## src/rtl/rbv_consts.svh

```systemverilog
// constants for the reset and boot vector controller
`ifndef RBV_CONSTS_SVH
`define RBV_CONSTS_SVH
// number of reset causes
`define RBV_NUM_CAUSES      9
// cause bit positions
`define RBV_C_POR           0
`define RBV_C_PIN           1
`define RBV_C_CMP           2
`define RBV_C_SW            3
`define RBV_C_SUPPLY        4
`define RBV_C_WDOG          5
`define RBV_C_MISSCLK       6
`define RBV_C_FLASH         7
`define RBV_C_TIMEKEEP      8
// boot signature marking a bootloader present
`define RBV_BOOT_SIG        8'hA5
// normal reset vector
`define RBV_RESET_VEC       16'h0000
// default bootloader vector (start of last flash page)
`define RBV_BOOT_VEC        16'hFC00
// program counter reset value
`define RBV_PC_RST          16'h0000
// clock source and divider codes out of reset
`define RBV_CLKSEL_LPOSC    2'h0
`define RBV_CLKDIV_8        3'h3
// watchdog default (maximum) timeout code
`define RBV_WDOG_TMO_MAX    3'h7
// port latch reset value
`define RBV_PORT_RST        8'hFF
`endif

```

## src/rtl/rbv_pkg.sv

```systemverilog
// types for the reset and boot vector controller
package rbv_pkg;
  // controller states
  typedef enum logic [1:0] {
    RBV_ST_RESET,
    RBV_ST_FETCH,
    RBV_ST_RUN
  } rbv_state_t;
  // vector and program counter address
  typedef logic [15:0] rbv_addr_t;
endpackage

```

## src/rtl/rbv_reset_ctrl.sv

```systemverilog
// reset collection, reset state control and boot vector select
`timescale 1ns/100ps
`default_nettype none
`include "rbv_consts.svh"
module rbv_reset_ctrl (
  // clock and asynchronous reset (power-on level)
  input  wire logic                         core_clk,
  input  wire logic                         resetn,
  // reset causes, asynchronous levels, active high
  input  wire logic [`RBV_NUM_CAUSES-1:0]   cause_in,
  // external reset pin, open-drain (sensed, driven)
  input  wire logic                         reset_pin_low_in,
  output logic                              reset_pin_low_out,
  output logic                              reset_pin_low_oe_n,
  // flash boot signature byte
  input  wire logic [7:0]                   boot_sig_byte,
  // core control
  output logic                              core_halt,
  output logic                              core_start,
  output rbv_pkg::rbv_addr_t                start_vector,
  output rbv_pkg::rbv_addr_t                program_counter,
  // reset to module registers
  output logic                              sys_reset,
  output logic                              por_reset,
  output logic                              ram_write_block,
  // port reset state
  output logic [7:0]                        port_latch_rst,
  output logic                              port_open_drain,
  output logic                              weak_pullup_en,
  // interrupts and timers
  output logic                              irq_disable,
  output logic                              timer_disable,
  // watchdog_unit and clock defaults
  output logic                              watchdog_unit_en,
  output logic [2:0]                        watchdog_unit_tmo,
  output logic [1:0]                        clk_src_sel,
  output logic [2:0]                        clk_div_sel,
  // last reset cause flags
  output logic [`RBV_NUM_CAUSES-1:0]        last_cause
);
  import rbv_pkg::*;

  // ==========================================================
  // reset release synchroniser
  // ==========================================================
  logic rst_meta;   // first stage, read only by rst_sync
  logic rst_sync;   // released reset, reset active when low

  // release the asynchronous power reset through two flops
  always_ff @(posedge core_clk or negedge resetn)
  begin
    if (!resetn)
    begin
      rst_meta <= 1'b0;
      rst_sync <= 1'b0;
    end
    else
    begin
      rst_meta <= 1'b1;
      rst_sync <= rst_meta;
    end
  end

  // ==========================================================
  // cause synchronisers
  // ==========================================================
  logic [`RBV_NUM_CAUSES-1:0] cause_meta;  // first stages
  logic [`RBV_NUM_CAUSES-1:0] cause_sync;  // synchronised causes
  logic                       pin_meta;    // pin first stage
  logic                       pin_sync;    // pin synchronised
  logic [1:0]                 self_drive_d; // own drive, pin-sync aligned

  // two flops per cause; the pin has its own pair below
  genvar gi;
  generate
    for (gi = 0; gi < `RBV_NUM_CAUSES; gi = gi + 1)
    begin : g_sync
      always_ff @(posedge core_clk or negedge rst_sync)
      begin
        if (!rst_sync)
        begin
          cause_meta[gi] <= 1'b0;
          cause_sync[gi] <= 1'b0;
        end
        else
        begin
          cause_meta[gi] <= cause_in[gi];
          cause_sync[gi] <= cause_meta[gi];
        end
      end
    end
  endgenerate

  // synchronise the sensed reset pin level (active low pin)
  always_ff @(posedge core_clk or negedge rst_sync)
  begin
    if (!rst_sync)
    begin
      pin_meta <= 1'b0;
      pin_sync <= 1'b0;
      self_drive_d <= 2'h3;
    end
    else
    begin
      pin_meta <= !reset_pin_low_in;
      pin_sync <= pin_meta;
      self_drive_d <= {self_drive_d[0], !reset_pin_low_oe_n};
    end
  end

  // ==========================================================
  // cause decode
  // ==========================================================
  logic [`RBV_NUM_CAUSES-1:0] cause_eff;   // all causes, pin merged
  logic                       any_cause;   // any cause active
  logic                       drive_cause; // cause that drives pin
  logic                       pin_self;    // pin low from own drive

  // own drive shows on pin_sync two edges late; mask it that long
  assign pin_self = self_drive_d[1];

  // merge pin into its cause slot
  assign cause_eff = cause_sync
                     | ({{(`RBV_NUM_CAUSES-1){1'b0}},
                         (pin_sync && !pin_self)} << `RBV_C_PIN);
  assign any_cause = |cause_eff;

  // only power-on and supply monitor drive the pin
  // watchdog reset leaves the pin alone
  assign drive_cause = cause_eff[`RBV_C_POR]
                       || cause_eff[`RBV_C_SUPPLY];

  // ==========================================================
  // reset state machine
  // ==========================================================
  rbv_state_t state;       // current state
  rbv_state_t next_state;  // next state
  logic       pin_drive;   // drive pin low
  logic       next_pin_drive;

  // stay in reset until every cause released
  always_comb
  begin
    next_state     = state;
    next_pin_drive = pin_drive;
    case (state)
      RBV_ST_RESET:
      begin
        // latch drive request while any power cause seen
        if (drive_cause)
          next_pin_drive = 1'b1;
        if (!any_cause)
        begin
          next_state     = RBV_ST_FETCH;
          next_pin_drive = 1'b0;
        end
      end
      RBV_ST_FETCH:
      begin
        // one cycle to start the core at the vector
        next_state = any_cause ? RBV_ST_RESET : RBV_ST_RUN;
        next_pin_drive = drive_cause;
      end
      RBV_ST_RUN:
      begin
        // any cause re-enters the reset state
        if (any_cause)
        begin
          next_state     = RBV_ST_RESET;
          next_pin_drive = drive_cause;
        end
      end
      default:
      begin
        next_state     = RBV_ST_RESET;
        next_pin_drive = 1'b1;
      end
    endcase
  end

  // state register; power reset starts in reset with pin driven
  always_ff @(posedge core_clk or negedge rst_sync)
  begin
    if (!rst_sync)
    begin
      state     <= RBV_ST_RESET;
      pin_drive <= 1'b1;
    end
    else
    begin
      state     <= next_state;
      pin_drive <= next_pin_drive;
    end
  end

  // ==========================================================
  // boot vector select
  // ==========================================================
  logic      boot_present;  // signature marks bootloader
  rbv_addr_t next_vector;   // vector chosen for this exit

  // signature
  assign boot_present = boot_sig_byte == `RBV_BOOT_SIG;
  // bootloader at the last flash page or normal vector
  assign next_vector = boot_present ? `RBV_BOOT_VEC
                                    : `RBV_RESET_VEC;

  // ==========================================================
  // outputs from flops
  // ==========================================================
  logic in_reset;  // reset state held
  assign in_reset = state == RBV_ST_RESET;

  // registered outputs, all defined from power reset
  always_ff @(posedge core_clk or negedge rst_sync)
  begin
    if (!rst_sync)
    begin
      core_halt         <= 1'b1;
      core_start        <= 1'b0;
      start_vector      <= `RBV_RESET_VEC;
      program_counter   <= `RBV_PC_RST;
      sys_reset         <= 1'b1;
      por_reset         <= 1'b1;
      ram_write_block   <= 1'b1;
      last_cause        <= '0;
    end
    else
    begin
      // halt core while in reset
      core_halt       <= next_state != RBV_ST_RUN;
      // register defaults during reset
      sys_reset       <= next_state == RBV_ST_RESET;
      // power-on-only bits reset only by power-on
      por_reset       <= next_state == RBV_ST_RESET
                         && cause_eff[`RBV_C_POR];
      // block ram writes, contents kept
      ram_write_block <= next_state == RBV_ST_RESET;
      // start pulse and fetch address on exit
      core_start      <= next_state == RBV_ST_FETCH;
      if (next_state == RBV_ST_FETCH)
      begin
        start_vector    <= next_vector;
        program_counter <= `RBV_PC_RST;
      end
      // remember the causes of the last reset cycle with any cause active
      if (in_reset && any_cause)
        last_cause <= cause_eff;
    end
  end

  // ==========================================================
  // reset-state and default output levels
  // ==========================================================
  // pin open-drain low drive (oe low = driving)
  assign reset_pin_low_out  = 1'b0;
  assign reset_pin_low_oe_n = !pin_drive;
  // port latches one, open-drain while in reset
  assign port_latch_rst     = `RBV_PORT_RST;
  assign port_open_drain    = sys_reset;
  // pull-ups always on, in and after reset
  assign weak_pullup_en     = 1'b1;
  // interrupts and timers off in reset
  assign irq_disable        = sys_reset;
  assign timer_disable      = sys_reset;
  // watchdog enabled at max timeout after reset
  assign watchdog_unit_en   = !sys_reset;
  assign watchdog_unit_tmo  = `RBV_WDOG_TMO_MAX;
  // low-power oscillator divided by eight
  assign clk_src_sel        = `RBV_CLKSEL_LPOSC;
  assign clk_div_sel        = `RBV_CLKDIV_8;

  // ==========================================================
  // checks
  // ==========================================================
  AST_HALT_IN_RESET: assert property (
    @(posedge core_clk) disable iff (!rst_sync)
    in_reset |=> core_halt)
    else $error("core not halted in reset");
  AST_ENTER_ON_CAUSE: assert property (
    @(posedge core_clk) disable iff (!rst_sync)
    (state == RBV_ST_RUN && any_cause) |=> in_reset)
    else $error("cause did not enter reset");
  AST_PIN_DRIVE: assert property (
    @(posedge core_clk) disable iff (!rst_sync)
    (in_reset && drive_cause) |=> !reset_pin_low_oe_n)
    else $error("pin not driven for power cause");
  AST_WDOG_NO_PIN: assert property (
    @(posedge core_clk) disable iff (!rst_sync)
    (state == RBV_ST_RUN && cause_eff == (9'h001 << `RBV_C_WDOG))
    |=> reset_pin_low_oe_n)
    else $error("watchdog reset drove the pin");
  AST_BOOT_VEC: assert property (
    @(posedge core_clk) disable iff (!rst_sync)
    (next_state == RBV_ST_FETCH && boot_present)
    |=> start_vector == `RBV_BOOT_VEC && core_start)
    else $error("boot vector not taken");
  AST_NORM_VEC: assert property (
    @(posedge core_clk) disable iff (!rst_sync)
    (next_state == RBV_ST_FETCH && !boot_present)
    |=> start_vector == `RBV_RESET_VEC && program_counter == 16'h0000)
    else $error("normal vector not taken");
  AST_IRQ_OFF: assert property (
    @(posedge core_clk) disable iff (!rst_sync)
    $rose(sys_reset) |-> irq_disable && timer_disable && core_halt)
    else $error("irq or timer enabled in reset");
  AST_WDOG_ON: assert property (
    @(posedge core_clk) disable iff (!rst_sync)
    ($fell(sys_reset) && !any_cause) |-> watchdog_unit_en ##1 !core_halt)
    else $error("watchdog not enabled on exit");
  AST_HOLD: assert property (
    @(posedge core_clk) disable iff (!rst_sync)
    (in_reset && any_cause) |=> in_reset)
    else $error("reset left with cause active");
endmodule
`default_nettype wire

```

## config.mk

```make
export PLATFORM = sky130hd
export DESIGN_NAME = rbv_reset_ctrl
export DESIGN_NICKNAME = d
export VERILOG_FILES = /design/src/rtl/rbv_pkg.sv /design/src/rtl/rbv_reset_ctrl.sv
export VERILOG_INCLUDE_DIRS = /design/src /design/src/rtl
export SDC_FILE = /design/constraint.sdc
export NUM_CORES = 1
export LEC_CHECK = 0
export BUFFER_PORTS_ARGS = -buffer_cell sky130_fd_sc_hd__buf_2
export CELL_PAD_IN_SITES_DETAIL_PLACEMENT = 2
export CELL_PAD_IN_SITES_GLOBAL_PLACEMENT = 2
export CORE_AREA = 2 2 90 92
export CTS_CLUSTER_DIAMETER = 120
export CTS_CLUSTER_SIZE = 30
export DETAILED_ROUTE_END_ITERATION = 7
export DIE_AREA = 0 0 92 94
export GPL_ROUTABILITY_DRIVEN = 0
export GPL_TIMING_DRIVEN = 0
export PLACE_DENSITY = 0.79
export SLEW_MARGIN = 20
export SYNTH_ARGS = -nofsm -noshare
export SYNTH_HDL_FRONTEND = slang
export SYNTH_SLANG_ARGS = --single-unit
```

## constraint.sdc

```tcl
create_clock -name core_clk -period 1.2 [get_ports core_clk]
set_input_delay 0.18 -clock core_clk [delete_from_list [all_inputs] [get_ports core_clk]]
set_output_delay 0.18 -clock core_clk [all_outputs]
set_load 0.02 [all_outputs]
```

[After elaboration in Yosys (flattened, before gate mapping)]
Index checks and enable logic that the tools add are counted.
Operators by class
  reduce and logical (&&, ||, !) cells: 12
  bitwise gates (word level): 1
  multiplexer cells: 9
  eq/ne operators: 7
Operator list (number)
  16-bit 2-to-1 mux: 1
  9-bit by 2-bit OR with 9-bit output: 1
  9-bit OR reduction: 1
  8-bit equality test, second input constant: 1
  2-bit 2-to-1 mux: 3
  2-bit case mux with 3 select lines: 1
  2-bit by 1-bit equality test with 1-bit output, second input constant: 2
  1-bit logical NOT: 4
  2-bit logical NOT: 2
  2-bit inequality test, second input constant: 2
  1-bit logical AND: 3
  1-bit 2-to-1 mux: 3
  3-bit inequality test, second input constant: 1
  1-bit case mux with 3 select lines: 1
  2-bit equality test, second input constant: 1
  2-bit AND reduction: 1
  1-bit logical OR: 1
Storage, ports and cells
  word-level logic and storage cells: 60
  input bits: 20
  output and inout bits: 69
  register bits: 56

[Depth between registers and ports, before layout]
  word-level depth: 8
  mapped depth: 7
  gate-level depth less buffers: 6

[Worst setup path after synthesis]
Ideal clock, no wire load.
  kind: flip-flop to flip-flop
  from: register state[0]
  to: register start_vector[14]
  stages on the path, launching flop included: 8
  setup time: 0.131 ns
  path buffers: 1
  data required time: 1.069 ns
  path slack: -0.397 ns
  clock period less this slack: 1.597 ns
  data arrival time: 1.466 ns
  cells stage by stage: dfrtp_1 > inv_1 > ha_1 > clkbuf_1 > a21oi_1 > o31a_1 > o21ai_0 > o31ai_1
On the way
  cells in the longest elaborated chain, start to end: 3
  elaborated cells between the ends (all ways): 7
  classes of those cells: 3 x eq/ne; 3 x mux; 1 x reduce/logical
RTL lines
  start: declaration: line rbv_reset_ctrl.sv:136  | rbv_state_t state;
  start signal: assignment: line rbv_reset_ctrl.sv:191  | state <= next_state;
  2-bit equality test, or another cell as far along: line rbv_reset_ctrl.sv:146  | case (state)
  2-bit case mux with 3 select lines (*): line rbv_reset_ctrl.sv:146
  2-bit by 1-bit equality test with 1-bit output (*): line rbv_reset_ctrl.sv:241  | if (next_state == RBV_ST_FETCH)
  end signal: assignment: line rbv_reset_ctrl.sv:221  | start_vector <= `RBV_RESET_VEC;
  end signal: assignment: line rbv_reset_ctrl.sv:243  | start_vector <= next_vector;
  end: declaration: line rbv_reset_ctrl.sv:20  | output rbv_pkg::rbv_addr_t start_vector,
Every way passes the cells marked *; elsewhere a longest branch is shown, timed or not.
A chain may end at the register's enable or synchronous reset.

[Worst setup path after layout]
  from: register cause_sync[7]
  to: register last_cause[0]
On the way
  cells in the longest elaborated chain, start to end: 3
RTL lines
  start: declaration: line rbv_reset_ctrl.sv:68  | logic [`RBV_NUM_CAUSES-1:0] cause_sync;
  start signal: indexed assignment: line rbv_reset_ctrl.sv:88  | cause_sync[gi] <= cause_meta[gi];
  9-bit by 2-bit OR with 9-bit output: line rbv_reset_ctrl.sv:123  | assign cause_eff = cause_sync
  9-bit OR reduction: line rbv_reset_ctrl.sv:126  | assign any_cause = |cause_eff;
  1-bit logical AND: line rbv_reset_ctrl.sv:247  | if (in_reset && any_cause)
  end signal: assignment: line rbv_reset_ctrl.sv:248  | last_cause <= cause_eff;
  end: declaration: line rbv_reset_ctrl.sv:39  | output logic [`RBV_NUM_CAUSES-1:0] last_cause
Every way passes these cells.

==> results.toml <==
[outcome]
outcome = "finished, violations left"
failed_checks = "negative setup slack"

[sta]
hold_slack_ns = 0.0261
drv_slew = 0
max_clock_freq_mhz = 586
relSlewSlack = 0.441
hold_violations = 0
fin_skew_ns = 0.00867
rsz0062_at_grt = "yes"
worstMarginPinSlew_ns = 0.839
post-route-period-util = 1.42
layout_setup_ws_ns = -0.508
min_period_ns = 1.71
setup_viol = 28

[logic_synthesis]
synthTopCellsByArea = "dfrtp_1, buf_4, dfstp_2, nand2_1, ha_1"
synth_seq_cells = 41
synth-edff-count = 0
ys_warn_count = 0
synth_cells = 151
yosys_most_used_dff = "dfrtp_1"
yosysUniqueCellTypes = 23
synth.avg_cell_area_um2 = 11.9
synth_area_mm2 = 0.00180
yosysTopAreaCell = "dfrtp_1"
netlist.area_leader.share = 0.486
async_flop_share = 1.00
ys_seq_area_frac = 0.573

[worst_setup_path]
path_buf_inv = 1
required_ns = 1.37
end_kind = "flip-flop"
start_kind = "flip-flop"
critPathSlowestCell = "dfrtp_1"
critical_path_class = "reg -> reg"
crit_arrival_ns = 1.88
cpPeakStageDelay_ns = 0.40
cp_max_fo = 5
path_cells = "nor4_2, nand4b_4, buf_4, nand2_4, mux2_2"
path_delay_family = "simple AND/OR/NAND/NOR gates"

[power]
pwr-share-clk = 0.335
ir_drop_uv = 412
swShare = 0.269
p_sw_mw = 0.883
p_per_area_mw_per_mm2 = 1210
p_comb_frac = 0.192
finalPower_mw = 3.28
p_int_mw = 2.39
p_leak_nw = 1.46
p_seq_frac = 0.474

[run]
maxCapViolations = 0

[finish]
diodes = 0
design_area_mm2 = 0.00270
area_growth_pct = 49.8
fin_util = 0.355
final_layout_size_suffix_gt1_frac = 0.521
layout.cells.non_filler = 365
final_common_cell = "buf_4"
most-common-layout-cells = "buf_4, conb_1, buf_2, dfrtp_1, nand2_1"
fin_nets = 286

[routing]
drc_errors = 0
wl_per_cell_um = 11.1
drt_pass1_iterations = 2
wirelength_mm = 4.06
vias = 1259
drt_iter0_drc = 36
viasPerCell = 3.45
drt.antenna.violating_nets = 0

[clock_tree]
clk_latency_ns = 0.29
cts_buffer_depth = 2
cts_tree = "done"
cts_max_level = 2
clk_pin_slew_ns = 0.08
cts_made_buffers = 5
root_buffer = "clkbuf_8"
clock-sinks = 41

[global_route]
grt_pass1_vias = 1303
grt-ovfl-total = 0
grt_pass1_wl_mm = 6.35
grt_max_degree = 40
grt_usage = 0.0960
antenna_found_initial = 0

[die]
initial_core_util = 0.237
die_width_um = 92
placeableCoreArea_mm2 = 0.00761
num_rows = 32
dieArea_mm2 = 0.00865
pin_count = 89
die_height_um = 94

[placement]
placedCellCount = 340
port_buffers = 44
post-dp-hpwl_mm = 2.76
place_area_mm2 = 0.00233

[worst_hold_path]
hold_class = "in -> reg"
## cells in the mapped netlist (2+ instances only)
cell type  number
a21oi_1         2
buf_4          53
conb_1          2
dfrtp_1        35
dfstp_2         6
ha_1            4
inv_1           6
mux2_2          4
mux2i_1         3
nand2_1        18
nand2b_1        2
nor2_1          3
nor4_2          2
nor4bb_1        2
## final cells by class
type / instances / area [µm²]
Inverter: 6 / 22.5
Buffer: 54 / 427
Fill cell: 857 / 4910
Clock buffer: 6 / 72.6
Sequential cell: 41 / 1040
Timing Repair Buffer: 61 / 420
Clock inverter: 2 / 38.8
Multi-Input combinational cell: 93 / 556
Tap cell: 102 / 128
## metal layers
metal  GRT usage  part of all wire
met1      0.0999              0.37
met2       0.180              0.55
met3      0.0249             0.067
met4      0.0448             0.020
met5           0                 0
## cell families (layout without fill, tap and decap cells)
kind of cell,Yosys count,after routing,synth area share
flip-flops,41,41,0.573
other,2,45,0.00417
adder cells (fa/ha/maj),4,4,0.0278
AND/OR/NAND/NOR,30,30,0.0923
multiplexers,7,7,0.0416
buffers and inverters,60,129,0.235
AO/OA/AOI/OAI,7,7,0.0257
## metrics by stage
stage                     setup slack (ns)  setup TNS [ns]
after floorplan                     -0.296           -2.91
after global placement              -0.488           -6.13
after detailed placement            -0.528           -6.64
after CTS                           -0.510           -7.64
after global routing                -0.606           -9.86
final                               -0.508           -7.79
## worst reg2reg max path, cell delays in order (launching register included)
cell	delay [ns]
dfrtp_1	0.40
nor4_2	0.39
nand4b_4	0.18
buf_4	0.18
nand2_4	0.10
mux2_2	0.34
## worst paths after layout
kind / slack [ns] / endpoint / depth (start not counted) / start
worst max-delay path: -0.51 / last_cause[0]$_DFFE_PN0P_ / 5 / cause_sync[7]$_DFF_PN0_
worst min-delay path: 0.03 / pin_meta$_DFF_PN0_ / 2 / reset_pin_low_in
worst max register to register: -0.51 / last_cause[0]$_DFFE_PN0P_ / 5 / cause_sync[7]$_DFF_PN0_
worst min register to register: 0.35 / cause_sync[0]$_DFF_PN0_ / 0 / cause_meta[0]$_DFF_PN0_
max in group asynchronous: 0.23 / cause_sync[0]$_DFF_PN0_ / 0 / rst_sync$_DFF_PN0_
min in group asynchronous: 0.21 / rst_sync$_DFF_PN0_ / 2 / resetn
## sequential cells by signal, indices dropped and copies added (netlist names)
name / cells
cause_meta: 9
cause_sync: 9
core_halt: 1
core_start: 1
irq_disable: 1
last_cause: 9
pin_drive: 1
pin_meta: 1
pin_sync: 1
por_reset: 1
rst_meta: 1
rst_sync: 1
self_drive_d: 2
start_vector: 1
state: 2
## what timing repair did
item / CTS / global route
endpoints found under the setup margin: 29 / 29
pin swaps: 9 / 4
hold buffers: 9 / 1
hold endpoints to repair: 10 / 1
buffers inserted: 4 / 3
resized for setup: 28 / 5
## power groups by stage
stage	registers [mW]	clock network, mW	logic [mW]
global route	1.57	1.20	0.676
CTS	1.55	1.13	0.613
detailed placement	1.57	0	0.527
floorplan	1.61	0	0.359
global placement	1.57	0	0.515
finish	1.55	1.10	0.628
(Power assumes the default switching activity.)
